<file path="config.mk">
export PLATFORM = sky130hd
export DESIGN_NAME = lcdsd_core
export DESIGN_NICKNAME = d
export VERILOG_FILES = /design/src/rtl/lcdsd_core.v /design/src/rtl/lcdsd_fifo.v
export VERILOG_INCLUDE_DIRS = /design/src /design/src/rtl
export SDC_FILE = /design/constraint.sdc
export NUM_CORES = 1
export LEC_CHECK = 0
export ABC_AREA = 1
export BUFFER_PORTS_ARGS = -buffer_cell sky130_fd_sc_hd__buf_2
export CAP_MARGIN = 20
export CORE_ASPECT_RATIO = 0.9
export CORE_UTILIZATION = 45
export CTS_CLUSTER_DIAMETER = 120
export CTS_CLUSTER_SIZE = 24
export DETAILED_ROUTE_END_ITERATION = 8
export GPL_ROUTABILITY_DRIVEN = 0
export GPL_TIMING_DRIVEN = 1
export RECOVER_POWER = 25
export SLEW_MARGIN = 0
export SYNTH_ARGS = -nofsm -noshare
export SYNTH_HDL_FRONTEND = slang
export SYNTH_SLANG_ARGS = --single-unit
</file>
<file path="constraint.sdc">
create_clock -name clock -period 12.28 [get_ports clock]
set_clock_uncertainty 0.05 [all_clocks]
set_input_delay 3.684 -clock clock [delete_from_list [all_inputs] [get_ports clock]]
set_output_delay 3.684 -clock clock [all_outputs]
set_load 0.1 [all_outputs]
</file>
<file path="src/rtl/lcdsd_regs.vh">
// Purpose: constants for the segment LCD driver core
// Assumes: 20 MHz system clock, I2C target behind plain pins
// Notes: included by the core design file only
`ifndef LCDSD_REGS_VH
`define LCDSD_REGS_VH
`define LCDSD_CMD_DATA 8'h80
`define LCDSD_CMD_MODE 8'h82
`define LCDSD_CMD_SYS 8'h84
`define LCDSD_CMD_FRAME 8'h86
`define LCDSD_CMD_BLINK 8'h88
`define LCDSD_CMD_IVA 8'h8A
`define LCDSD_IVA_RST 6'h30
`define LCDSD_ADDR_MASK 6'h3F
`define LCDSD_LAST4 6'h09
`define LCDSD_LAST8 6'h0F
`define LCDSD_RAM_DEPTH 16
`define LCDSD_OSC_HZ 32768
`define LCDSD_CLK_HZ 20000000
`define LCDSD_FRAME_HZ 80
`define LCDSD_BLINK_BASE_HZ 2
`define LCDSD_BLINK_2HZ 15'h1FFF
`define LCDSD_BLINK_1HZ 15'h3FFF
`define LCDSD_BLINK_HALFHZ 15'h7FFF
`define LCDSD_SLOT_80 8'h19
`define LCDSD_SLOT_160 8'h0C
`endif

</file>
<file path="src/rtl/lcdsd_core.v">
// Purpose: segment LCD driver core with I2C target and display RAM
// Assumes: SCL and SDA already synchronous to clock
// Notes: analog levels shown as one shared two-bit code: 0 gnd, 1..3 bias steps
`timescale 1ns/1ps
`include "lcdsd_regs.vh"
module lcdsd_core #(
    parameter [6:0] TARGET_ADDR = 7'h3C,
    parameter OSC_DIV = `LCDSD_CLK_HZ / `LCDSD_OSC_HZ,
    parameter FIFO_DEPTH = 8
) (
    // Clock and reset
    input wire clock,
    input wire rst,
    // I2C pins
    input wire scl_in,
    input wire sda_in,
    output reg sda_out,
    output reg sda_oe,
    // LCD planes, one bit per pin, plus one shared two-bit drive level code
    output reg [7:0] backplane_outputs,
    output reg [15:0] frontplane_outputs,
    output reg [1:0] plane_level,
    output reg drive_active,
    output reg shared_pin_function_select,
    output reg regulator_enable,
    output reg [3:0] voltage_trim_code,
    output reg bias_quarter,
    output reg duty_eighth,
    output reg osc_running,
    output reg display_on,
    output reg frame_160,
    output reg [1:0] blink_rate
);
    localparam S_IDLE = 5'b00001;
    localparam S_ADDR = 5'b00010;
    localparam S_WBYTE = 5'b00100;
    localparam S_RBYTE = 5'b01000;
    localparam S_ACK = 5'b10000;

    reg [4:0] st_r;
    reg scl_d_r;
    reg sda_d_r;
    reg [7:0] sh_r;
    reg [3:0] bit_r;
    reg rd_r;
    reg addr_ok_r;
    reg acked_r;
    reg [1:0] phase_r;
    reg [7:0] cmd_r;
    reg [5:0] ptr_r;
    reg [7:0] ram_r [0:`LCDSD_RAM_DEPTH-1];
    reg [1:0] mode_r;
    reg [1:0] sys_r;
    reg frame_r;
    reg [1:0] blink_r;
    reg [5:0] iva_r;
    reg [15:0] osc_cnt_r;
    reg osc_tick_r;
    reg [7:0] div_r;
    reg [2:0] com_r;
    reg [1:0] sub_r;
    reg [14:0] blink_cnt_r;
    reg blink_ph_r;
    integer i;

    wire scl_rise = scl_in && !scl_d_r;
    wire scl_fall = !scl_in && scl_d_r;
    wire start_c = scl_in && scl_d_r && sda_d_r && !sda_in;
    wire stop_c = scl_in && scl_d_r && !sda_d_r && sda_in;
    wire [7:0] rx_byte = {sh_r[6:0], sda_in};
    wire fifo_in_ready;
    wire fifo_valid;
    wire [7:0] fifo_data;
    wire rx_push = (st_r == S_WBYTE) && scl_rise && (bit_r == 4'h7);
    wire standby = !sys_r[1];
    // Quarter duty only ever scans backplanes 0..3, even right after a duty change
    wire [2:0] com_eff = mode_r[1] ? com_r : {1'b0, com_r[1:0]};

    function [5:0] last_addr;
        input eighth;
        last_addr = eighth ? `LCDSD_LAST8 : `LCDSD_LAST4;
    endfunction

    function [5:0] next_ptr;
        input [5:0] p;
        input eighth;
        next_ptr = (p >= last_addr(eighth)) ? 6'h00 : p + 6'h01;
    endfunction

    function [14:0] blink_last;
        input [1:0] rate;
        case (rate)
        2'b01: blink_last = `LCDSD_BLINK_2HZ;
        2'b10: blink_last = `LCDSD_BLINK_1HZ;
        default: blink_last = `LCDSD_BLINK_HALFHZ;
        endcase
    endfunction

    // Bytes queue up so command decode never stalls the serial engine
    lcdsd_fifo #(.WIDTH(8), .DEPTH(FIFO_DEPTH), .AW(3)) u_fifo (
        .clock(clock),
        .rst(rst),
        .in_valid(rx_push && addr_ok_r),
        .in_ready(fifo_in_ready),
        .in_data(rx_byte),
        .out_valid(fifo_valid),
        .out_ready(1'b1),
        .out_data(fifo_data)
    );

    // Serial engine
    always @(posedge clock or posedge rst) begin
        if (rst) begin
            st_r <= S_IDLE;
            scl_d_r <= 1'b1;
            sda_d_r <= 1'b1;
            sh_r <= 8'h00;
            bit_r <= 4'h0;
            rd_r <= 1'b0;
            addr_ok_r <= 1'b0;
            acked_r <= 1'b0;
            sda_out <= 1'b0;
            sda_oe <= 1'b0;
        end else begin
            scl_d_r <= scl_in;
            sda_d_r <= sda_in;
            if (start_c) begin
                st_r <= S_ADDR;
                bit_r <= 4'h0;
                sda_oe <= 1'b0;
                addr_ok_r <= 1'b0;
            end else if (stop_c) begin
                st_r <= S_IDLE;
                sda_oe <= 1'b0;
            end else begin
                case (st_r)
                S_IDLE: begin
                    sda_oe <= 1'b0;
                end
                S_ADDR, S_WBYTE: begin
                    if (scl_rise) begin
                        sh_r <= rx_byte;
                        bit_r <= bit_r + 4'h1;
                    end
                    if (scl_fall && bit_r == 4'h8) begin
                        bit_r <= 4'h0;
                        acked_r <= 1'b0;
                        if (st_r == S_ADDR) begin
                            addr_ok_r <= (sh_r[7:1] == TARGET_ADDR);
                            rd_r <= sh_r[0];
                            sda_oe <= (sh_r[7:1] == TARGET_ADDR);
                        end else begin
                            // Full FIFO refuses the byte with a not-acknowledge
                            sda_oe <= addr_ok_r && fifo_in_ready;
                        end
                        sda_out <= 1'b0;
                        st_r <= S_ACK;
                    end
                end
                S_RBYTE: begin
                    if (scl_fall) begin
                        if (bit_r == 4'h8) begin
                            sda_oe <= 1'b0;
                            bit_r <= 4'h0;
                            st_r <= S_ACK;
                        end else begin
                            sda_out <= sh_r[7];
                            sda_oe <= !sh_r[7];
                            sh_r <= {sh_r[6:0], 1'b0};
                            bit_r <= bit_r + 4'h1;
                        end
                    end
                end
                S_ACK: begin
                    if (scl_rise) begin
                        acked_r <= !sda_in;
                    end
                    if (scl_fall) begin
                        sda_oe <= 1'b0;
                        if (!addr_ok_r) begin
                            st_r <= S_IDLE;
                        end else if (rd_r && (sda_oe || acked_r)) begin
                            sda_out <= ram_r[ptr_r[3:0]][7];
                            sda_oe <= !ram_r[ptr_r[3:0]][7];
                            sh_r <= {ram_r[ptr_r[3:0]][6:0], 1'b0};
                            bit_r <= 4'h1;
                            st_r <= S_RBYTE;
                        end else if (rd_r) begin
                            st_r <= S_IDLE;
                        end else begin
                            st_r <= S_WBYTE;
                        end
                    end
                end
                default: st_r <= S_IDLE;
                endcase
            end
        end
    end

    // Command decode, RAM and configuration
    always @(posedge clock or posedge rst) begin
        if (rst) begin
            phase_r <= 2'b00;
            cmd_r <= 8'h00;
            ptr_r <= 6'h00;
            mode_r <= 2'b00;
            sys_r <= 2'b00;
            frame_r <= 1'b0;
            blink_r <= 2'b00;
            iva_r <= `LCDSD_IVA_RST;
            for (i = 0; i < `LCDSD_RAM_DEPTH; i = i + 1) begin
                ram_r[i] <= 8'h00;
            end
        end else begin
            // A new transfer always opens with a command byte
            if (start_c) begin
                phase_r <= 2'b00;
            end
            if (st_r == S_RBYTE && scl_fall && bit_r == 4'h8) begin
                ptr_r <= next_ptr(ptr_r, mode_r[1]);
            end
            if (fifo_valid) begin
                case (phase_r)
                2'b00: begin
                    cmd_r <= fifo_data;
                    phase_r <= 2'b01;
                end
                2'b01: begin
                    phase_r <= 2'b00;
                    case (cmd_r)
                    `LCDSD_CMD_DATA: begin
                        ptr_r <= fifo_data[5:0] & `LCDSD_ADDR_MASK;
                        phase_r <= 2'b10;
                    end
                    `LCDSD_CMD_MODE: mode_r <= fifo_data[1:0];
                    `LCDSD_CMD_SYS: sys_r <= fifo_data[1:0];
                    `LCDSD_CMD_FRAME: frame_r <= fifo_data[0];
                    `LCDSD_CMD_BLINK: blink_r <= fifo_data[1:0];
                    `LCDSD_CMD_IVA: iva_r <= fifo_data[5:0];
                    default: phase_r <= 2'b00;
                    endcase
                end
                2'b10: begin
                    ram_r[ptr_r[3:0]] <= fifo_data;
                    ptr_r <= next_ptr(ptr_r, mode_r[1]);
                end
                default: phase_r <= 2'b00;
                endcase
            end
        end
    end

    // Oscillator model and frame timing
    always @(posedge clock or posedge rst) begin
        if (rst) begin
            osc_cnt_r <= 16'h0000;
            osc_tick_r <= 1'b0;
            div_r <= 8'h00;
            sub_r <= 2'b00;
            com_r <= 3'h0;
            blink_cnt_r <= 15'h0000;
            blink_ph_r <= 1'b0;
        end else if (standby) begin
            osc_cnt_r <= 16'h0000;
            osc_tick_r <= 1'b0;
        end else begin
            osc_tick_r <= (osc_cnt_r == OSC_DIV[15:0] - 16'h0001);
            osc_cnt_r <= (osc_cnt_r == OSC_DIV[15:0] - 16'h0001) ? 16'h0000 : osc_cnt_r + 16'h0001;
            if (osc_tick_r) begin
                // Each backplane slot is split in two; polarity (sub_r[1]) flips from one slot to the next
                if (div_r == 8'h00) begin
                    div_r <= frame_r ? `LCDSD_SLOT_160 : `LCDSD_SLOT_80;
                    sub_r <= sub_r + 2'b01;
                    if (sub_r[0]) begin
                        com_r <= (mode_r[1] || com_eff != 3'h3) ? com_eff + 3'h1 : 3'h0;
                    end
                end else begin
                    div_r <= div_r - 8'h01;
                end
            end
            // Blink off clears the phase at once, so the display never sticks dark
            if (blink_r == 2'b00) begin
                blink_cnt_r <= 15'h0000;
                blink_ph_r <= 1'b0;
            end else if (osc_tick_r) begin
                if (blink_cnt_r >= blink_last(blink_r)) begin
                    blink_cnt_r <= 15'h0000;
                    blink_ph_r <= !blink_ph_r;
                end else begin
                    blink_cnt_r <= blink_cnt_r + 15'h0001;
                end
            end
        end
    end

    // Plane drive, straight from RAM every cycle
    always @(posedge clock or posedge rst) begin
        if (rst) begin
            backplane_outputs <= 8'hFF;
            frontplane_outputs <= 16'hFFFF;
            plane_level <= 2'b11;
            drive_active <= 1'b0;
            shared_pin_function_select <= 1'b1;
            regulator_enable <= 1'b1;
            voltage_trim_code <= 4'h0;
            bias_quarter <= 1'b0;
            duty_eighth <= 1'b0;
            osc_running <= 1'b0;
            display_on <= 1'b0;
            frame_160 <= 1'b0;
            blink_rate <= 2'b00;
        end else begin
            shared_pin_function_select <= iva_r[5];
            regulator_enable <= iva_r[4];
            voltage_trim_code <= iva_r[3:0];
            bias_quarter <= mode_r[0];
            duty_eighth <= mode_r[1];
            osc_running <= sys_r[1];
            display_on <= sys_r[1] && sys_r[0];
            frame_160 <= frame_r;
            blink_rate <= blink_r;
            drive_active <= sys_r[1] && sys_r[0] && !blink_ph_r;
            if (!(sys_r[1] && sys_r[0]) || blink_ph_r) begin
                // Idle planes rest at the drive level, as after reset
                plane_level <= 2'b11;
                backplane_outputs <= 8'hFF;
                frontplane_outputs <= 16'hFFFF;
            end else begin
                plane_level <= {sub_r[1], mode_r[0]};
                for (i = 0; i < 8; i = i + 1) begin
                    backplane_outputs[i] <= (com_eff == i[2:0]);
                end
                for (i = 0; i < 16; i = i + 1) begin
                    if (mode_r[1]) begin
                        frontplane_outputs[i] <= ram_r[i][com_r] ^ sub_r[1];
                    end else begin
                        frontplane_outputs[i] <= ram_r[(i + 4) >> 1][((i & 1) << 2) + com_r[1:0]] ^ sub_r[1];
                    end
                end
                if (!mode_r[1]) begin
                    backplane_outputs[7:4] <= {ram_r[1][4 + com_r[1:0]], ram_r[1][com_r[1:0]],
                                               ram_r[0][4 + com_r[1:0]], ram_r[0][com_r[1:0]]};
                end
            end
        end
    end
endmodule // lcdsd_core

</file>
<file path="src/rtl/lcdsd_fifo.v">
// Purpose: small synchronous FIFO for received bytes
// Assumes: one clock, single writer and reader
// Notes: read data is registered
`timescale 1ns/1ps
module lcdsd_fifo #(
    parameter WIDTH = 8,
    parameter DEPTH = 8,
    parameter AW = 3
) (
    // Clock and reset
    input wire clock,
    input wire rst,
    // Fill side
    input wire in_valid,
    output wire in_ready,
    input wire [WIDTH-1:0] in_data,
    // Drain side
    output reg out_valid,
    input wire out_ready,
    output reg [WIDTH-1:0] out_data
);
    reg [WIDTH-1:0] mem_r [0:DEPTH-1];
    reg [AW:0] wp_r;
    reg [AW:0] rp_r;
    wire [AW:0] count = wp_r - rp_r;
    wire empty = (count == {(AW+1){1'b0}});
    wire pop = !empty && (!out_valid || out_ready);
    assign in_ready = (count != DEPTH[AW:0]) || (DEPTH[AW:0] == {(AW+1){1'b0}} && !count[AW]);
    always @(posedge clock) begin
        if (in_valid && in_ready) begin
            mem_r[wp_r[AW-1:0]] <= in_data;
        end
    end
    always @(posedge clock or posedge rst) begin
        if (rst) begin
            wp_r <= {(AW+1){1'b0}};
            rp_r <= {(AW+1){1'b0}};
            out_valid <= 1'b0;
            out_data <= {WIDTH{1'b0}};
        end else begin
            if (in_valid && in_ready) begin
                wp_r <= wp_r + 1'b1;
            end
            if (pop) begin
                out_data <= mem_r[rp_r[AW-1:0]];
                rp_r <= rp_r + 1'b1;
                out_valid <= 1'b1;
            end else if (out_ready) begin
                out_valid <= 1'b0;
            end
        end
    end
endmodule // lcdsd_fifo

</file>
Word-level counts from Yosys, hierarchy flattened
Memories as Yosys holds them, arrays and structs flattened. A register that Yosys moved wholly into a read port is not among the register bits.
Cells that the tools add are included.

cells by class
  $add $sub $neg = 11
  magnitude comparators = 8
  eq/ne operators = 47
  muxes and demuxes = 179
  bitwise logic cells = 35
  reduce and logical (&&, ||, !) cells = 66

operator list
  operator                                                            number
  128-bit bitwise mux                                                 1
  15-bit 2-to-1 mux                                                   6
  8-bit 2-to-1 mux                                                    11
  1-bit 2-to-1 mux                                                    80
  1-bit binary-select mux with 3-bit select                           26
  8-bit == test (second input constant)                               6
  16-bit 2-to-1 mux                                                   3
  4-bit 2-to-1 mux                                                    12
  5-bit 2-to-1 mux                                                    7
  8-bit binary-select mux with 4-bit select                           1
  8-bit demux with 4-bit select                                       1
  1-bit XOR                                                           32
  15-bit one-hot mux with 2 select lines                              1
  6-bit 2-to-1 mux                                                    4
  8-bit one-hot mux with 3 select lines                               1
  3-bit AND reduction                                                 7
  1-bit binary-select mux with 2-bit select                           10
  4-bit inequality test (second input constant)                       5
  5-bit one-hot mux with 4 select lines                               1
  1-bit logical AND                                                   19
  2-bit inequality test (second input constant)                       9
  9-bit AND reduction                                                 2
  16-bit by 1-bit adder with 16-bit output (second input constant)    1
  16-bit by 10-bit == test with 1-bit output (second input constant)  1
  other kinds (56)                                                    99

word-level totals
  register bits = 276
  bits in writable memories = 64
  input port bits = 4
  output and inout port bits = 42
  memories = 1

memories
  name          words  width  rd ports  clocked after memory_dff  write ports  line             source
  u_fifo.mem_r  8      8      1         1                         1            lcdsd_fifo.v:22  reg [WIDTH-1:0] mem_r [0:DEPTH-1];

Depth between registers and ports, before layout
  depth in word-level cells = 11
  mapped depth = 15
  depth with buffers taken out = 15

By module
Synthesis repeated with hierarchy kept, for this count alone.

second synthesis, totals
  cells, all modules = 2310
  area, all modules = 18092.4 µm²

by module, submodules not included
  module      instances  cells each  area an instance (µm²)  sequential area each (µm²)
  lcdsd_core  1          1898        14277.4                 6722.7
  lcdsd_fifo  1          412         3814.9                  2347.3

Least setup slack after synthesis
No wires, ideal clock.

  path type = input to register
  start = input scl_in
  end = memory u_fifo.mem_r[0][0], enable pin
  library setup time = 0.383 ns
  arrival time = 4.916 ns
  slack = 6.930 ns
  stages on the path = 4
  path buffers = 0
  cell sequence = nand2_1 -> nor4_4 -> nand4_1 -> nor3_1

on the way
  longest elaborated chain between the ends = 7

RTL lines
  element                                 line              source
  start, declared                         lcdsd_core.v:15   input wire scl_in,
  1-bit logical AND                       lcdsd_core.v:66   wire scl_rise = scl_in && !scl_d_r;
  1-bit logical AND (2 in series)         lcdsd_core.v:74   wire rx_push = (st_r == S_WBYTE) && scl_rise && (bit_r == 4'h7);
  1-bit logical AND                       lcdsd_core.v:103  .in_valid(rx_push && addr_ok_r),
  1-bit logical AND                       lcdsd_fifo.v:30   if (in_valid && in_ready) begin
  1-bit 2-to-1 mux                        lcdsd_fifo.v:30
  1-bit 2-to-1 mux (not written as such)  lcdsd_fifo.v:31   mem_r[wp_r[AW-1:0]] <= in_data;
  end, declared                           lcdsd_fifo.v:22

Every way passes these cells.

Worst setup path in the final report
  start = register ptr_r[0]
  end = register sh_r[2]

on the way
  longest elaborated chain between the ends = 8

RTL lines
  element                                                 line              source
  start, declared                                         lcdsd_core.v:50   reg [5:0] ptr_r;
  start signal, assigned                                  lcdsd_core.v:221  ptr_r <= next_ptr(ptr_r, mode_r[1]);
  start signal, assigned                                  lcdsd_core.v:233  ptr_r <= fifo_data[5:0] & `LCDSD_ADDR_MASK;
  start signal, assigned                                  lcdsd_core.v:246  ptr_r <= next_ptr(ptr_r, mode_r[1]);
  4-bit inverter with 5-bit output (not written as such)  lcdsd_core.v:185  sh_r <= {ram_r[ptr_r[3:0]][6:0], 1'b0};
  8-bit binary-select mux with 4-bit select               lcdsd_core.v:185
  8-bit 2-to-1 mux (not written as such) (2 in series)    lcdsd_core.v:185
  8-bit 2-to-1 mux                                        lcdsd_core.v:182  end else if (rd_r && (sda_oe || acked_r)) begin
  8-bit 2-to-1 mux                                        lcdsd_core.v:180  if (!addr_ok_r) begin
  8-bit 2-to-1 mux                                        lcdsd_core.v:178  if (scl_fall) begin
  8-bit one-hot mux with 3 select lines                   lcdsd_core.v:136  case (st_r)
  end signal, assigned                                    lcdsd_core.v:142  sh_r <= rx_byte;
  end signal, assigned                                    lcdsd_core.v:169  sh_r <= {sh_r[6:0], 1'b0};
  end signal, assigned                                    lcdsd_core.v:185
  end, declared                                           lcdsd_core.v:43   reg [7:0] sh_r;

Every way passes these cells. The select of a mux whose other input is x is not followed.
A chain may end at the register's enable or synchronous reset.

==> impl_metrics.yaml <==
run_status:
  status: "finished with violations"
  failed_checks: "capacitance limit, slew limit"
job:
  maxCapViolCount: 2
layout:
  fin_util: 0.487
  synthToLayoutAreaGrowth_pct: 5.43
  diodes: 0
  layout-drive-gt1-share: 0.0839
  fin_nets: 2085
  fill_cells: 3617
clock_tree:
  clkSinkCount: 348
  cts_tree: "yes"
  cts_buffers: 18
  cts_htree_levels: 1
  path_clk_slew_ns: 0.11
  cts_setup_buffers: 0
  cts_hold_buffers: 0
  root_buffer: "clkbuf_16"
  clk_latency_ns: 0.53
  ctsResizeCount: 0
  cts.path.max_buffers: 3
floorplanning:
  die_h_um: 189
  dieWidth_um: 209
  std_cell_rows: 67
  initial_utilization: 0.462
  die_area_mm2: 0.0395
  core_mm2: 0.0376
  io_pins: 46
worst_setup_path:
  critPathArrivalTime_ns: 6.50
  startpoint_type: "flop"
  cp_cell_sequence: "clkbuf_1 > inv_2 > o21ai_0 > o21ai_0 > a21oi_1 > nand3_1 > nand3_2 > nand2_1"
  critical_path_buf_inv_count: 2
  worstSetupPathType: "reg -> reg"
  cpMostUsedCell: "o21ai_0"
  crit_fanout: 80
  cp_top_family: "buffers and inverters"
  slowest_delay_ns: 2.58
  crit_required_ns: 12.65
  end_kind: "flop"
  slowest_stage: "clkbuf_1"
synthesis:
  ys_ff_latch: 348
  avgSynthCellArea_um2: 8.38
  ys_warn_count: 0
  netlist_area_mm2: 0.0174
  yosys.area.top_type: "dfrtp_1"
  synth_nets: 2111
  yosys-top-cells-area: "dfrtp_1 (36%), edfxtp_1 (11%), nand2_1 (11%), o21ai_0 (7.0%), dfstp_2 (5.0%)"
  syn_inst: 2076
  yosys.area.top_type_share: 0.361
  synth.yosys.seq_area_share: 0.521
  synthArstFlopShare: 0.816
  yosysUniqueCellTypes: 54
  synth-main-ff-cell: "dfrtp_1"
  synth_edf_count: 64
timing:
  fin_crit_sh: 0.499
  relSlewSlack: -1.46
  hold_viol_final: 0
  post-route-min-period_ns: 6.13
  rsz0062_at_grt: "no"
  worst_slew_pin_slew_ns: 3.69
  finalSetupTns_ns: 0
  timing.fmax_mhz: 163
  finalMaxSlewViolations: 119
  finalSetupViolCount: 0
drt:
  drcViolationCount: 0
  wl_um: 45700
  vias: 14100
  vias_per_cell: 5.53
  wl_per_cell_um: 18.0
  drtIter0Drc: 1391
  drt.antenna.violating_nets: 0
  drtPass1Iterations: 6
pwr:
  clockPowerShare: 0.299
  power.density_mw_per_mm2: 123
  comb_power_share: 0.135
  p_int_mw: 1.61
  total_power_mw: 2.25
  swShare: 0.286
  power.leakage_nw: 7.89
  ir_drop_v: 0.0000771
  switching_power_mw: 0.643
  seqPwrFrac: 0.566
placed_design:
  hpwl_um: 30400
  port_buffers: 45
hold_path:
  hp-class: "reg -> reg"
global_routing:
  overflow: 0
  gr-usage-all-layers: 0.232
  grt_pass1_vias: 13100
  grt_pass1_wl_um: 73200
  grt_max_degree: 124
  antenna_found_initial: 0
[Yosys cell counts, types with 27 or more instances]
cell type and instances:
nor3_1 27, inv_1 137, buf_2 50, o21ai_0 244
ha_1 31, edfxtp_1 64, a21oi_1 57, o22ai_1 43
nand3_1 113, dfrtp_1 251, dfstp_2 33, nand2_1 499
o21ai_1 82, nor2_1 224, clkbuf_1 39
[power groups by stage]
stage	Sequential, mW	Combinational, mW	Clock [mW]
2_1_floorplan	1.29	0.224	0
3_3_place_gp	1.30	0.295	0
4_1_cts	1.27	0.299	0.690
3_5_place_dp	1.30	0.299	0
6_report	1.27	0.303	0.673
5_1_grt	1.28	0.340	0.727
[state kept, by name, indices dropped and copies added, names as in the netlist, 5 cells and up]
register and count:
backplane_outputs 8, blink_cnt_r 15, cmd_r 8, div_r 8, frontplane_outputs 16, iva_r 6
osc_cnt_r 16, ptr_r 6, ram_r 128, sh_r 8, st_r 5, u_fifo.mem_r 64
u_fifo.out_data 8
[final cells by class]
cell class              instances  area, um^2  share of cell area
clock buffers                  31         520              0.0284
clock inverters                 1        16.3            0.000887
inverters                     151         579              0.0316
multi-input cells            1473        7230               0.394
flip-flops and latches        348        9070               0.495
well taps                     483         604              0.0329
repair buffers                 58         318              0.0173
[cells in the final DEF (no fill, tap or decap), types with 4 or more instances in the layout]
cell and count:
nand3_1 113, nand4_1 16, dfrtp_1 249, clkinv_1 4
o21ai_1 69, or2_2 10, o22ai_1 43, dfstp_2 32
a21boi_0 8, clkbuf_1 16, buf_2 46, xor2_1 25
nor2_4 6, o21ai_0 257, clkbuf_16 19, inv_2 9
ha_1 31, o211ai_1 12, a21oi_1 57, nor2_1 225
nand3_2 8, a31oi_1 9, nor3_1 28, xnor2_1 6
inv_1 136, nor2_2 9, nand2_2 6, buf_4 6
nand2_1 499, edfxtp_1 64, nand2_4 5
[path summary, 6_finish.rpt]
kind / end / depth (start not counted) / from / slack [ns]
max: sh_r[2] / 8 / ptr_r[0] / 6.15
max reg2reg: sh_r[2] / 8 / ptr_r[0] / 6.15
min in group asynchronous: sub_r[1] / 2 / rst / 3.27
max in group asynchronous: ptr_r[0] / 3 / rst / 7.57
min: regulator_enable / 0 / iva_r[4] / 0.33
min reg2reg: regulator_enable / 0 / iva_r[4] / 0.33
[per-stage QoR]
| stage | setup WS (ns) | cells | instance area [um^2] | hold WS, ns |
|---|---|---|---|---|
| 2_1_floorplan | 0.765 | 2076 | 17400 | 0.299 |
| 3_3_place_gp | 6.43 | 2510 | 17800 | 0.306 |
| 3_5_place_dp | 6.35 | 2510 | 17800 | 0.307 |
| 4_1_cts | 6.90 | 2542 | 18300 | 0.326 |
| 5_1_grt | 5.98 | 2545 | 18300 | 0.335 |
| 6_report | 6.15 | 2545 | 18300 | 0.329 |
[logic make-up after synthesis]
| kind of cell | synth area share |
|---|---|
| simple gates | 0.234 |
| xor+xnor | 0.0156 |
| fa+ha+maj | 0.0223 |
| flops | 0.521 |
| buf+inv | 0.0623 |
| mux | 0.000575 |
| compound gates | 0.144 |
[layer usage]
| metal | vias to the layer above | wire length [um] | track usage | share of wire |
|---|---|---|---|---|
| met2 | 404 | 20700 | 0.364 | 0.45 |
| met3 | 47 | 2490 | 0.0243 | 0.055 |
| met5 | - | 0 | 0 | 0 |
| li1 | 6815 | - | - | - |
| met4 | 0 | 782 | 0.0498 | 0.017 |
| met1 | 6811 | 21800 | 0.348 | 0.48 |
Power figures use the tool's default switching activity.
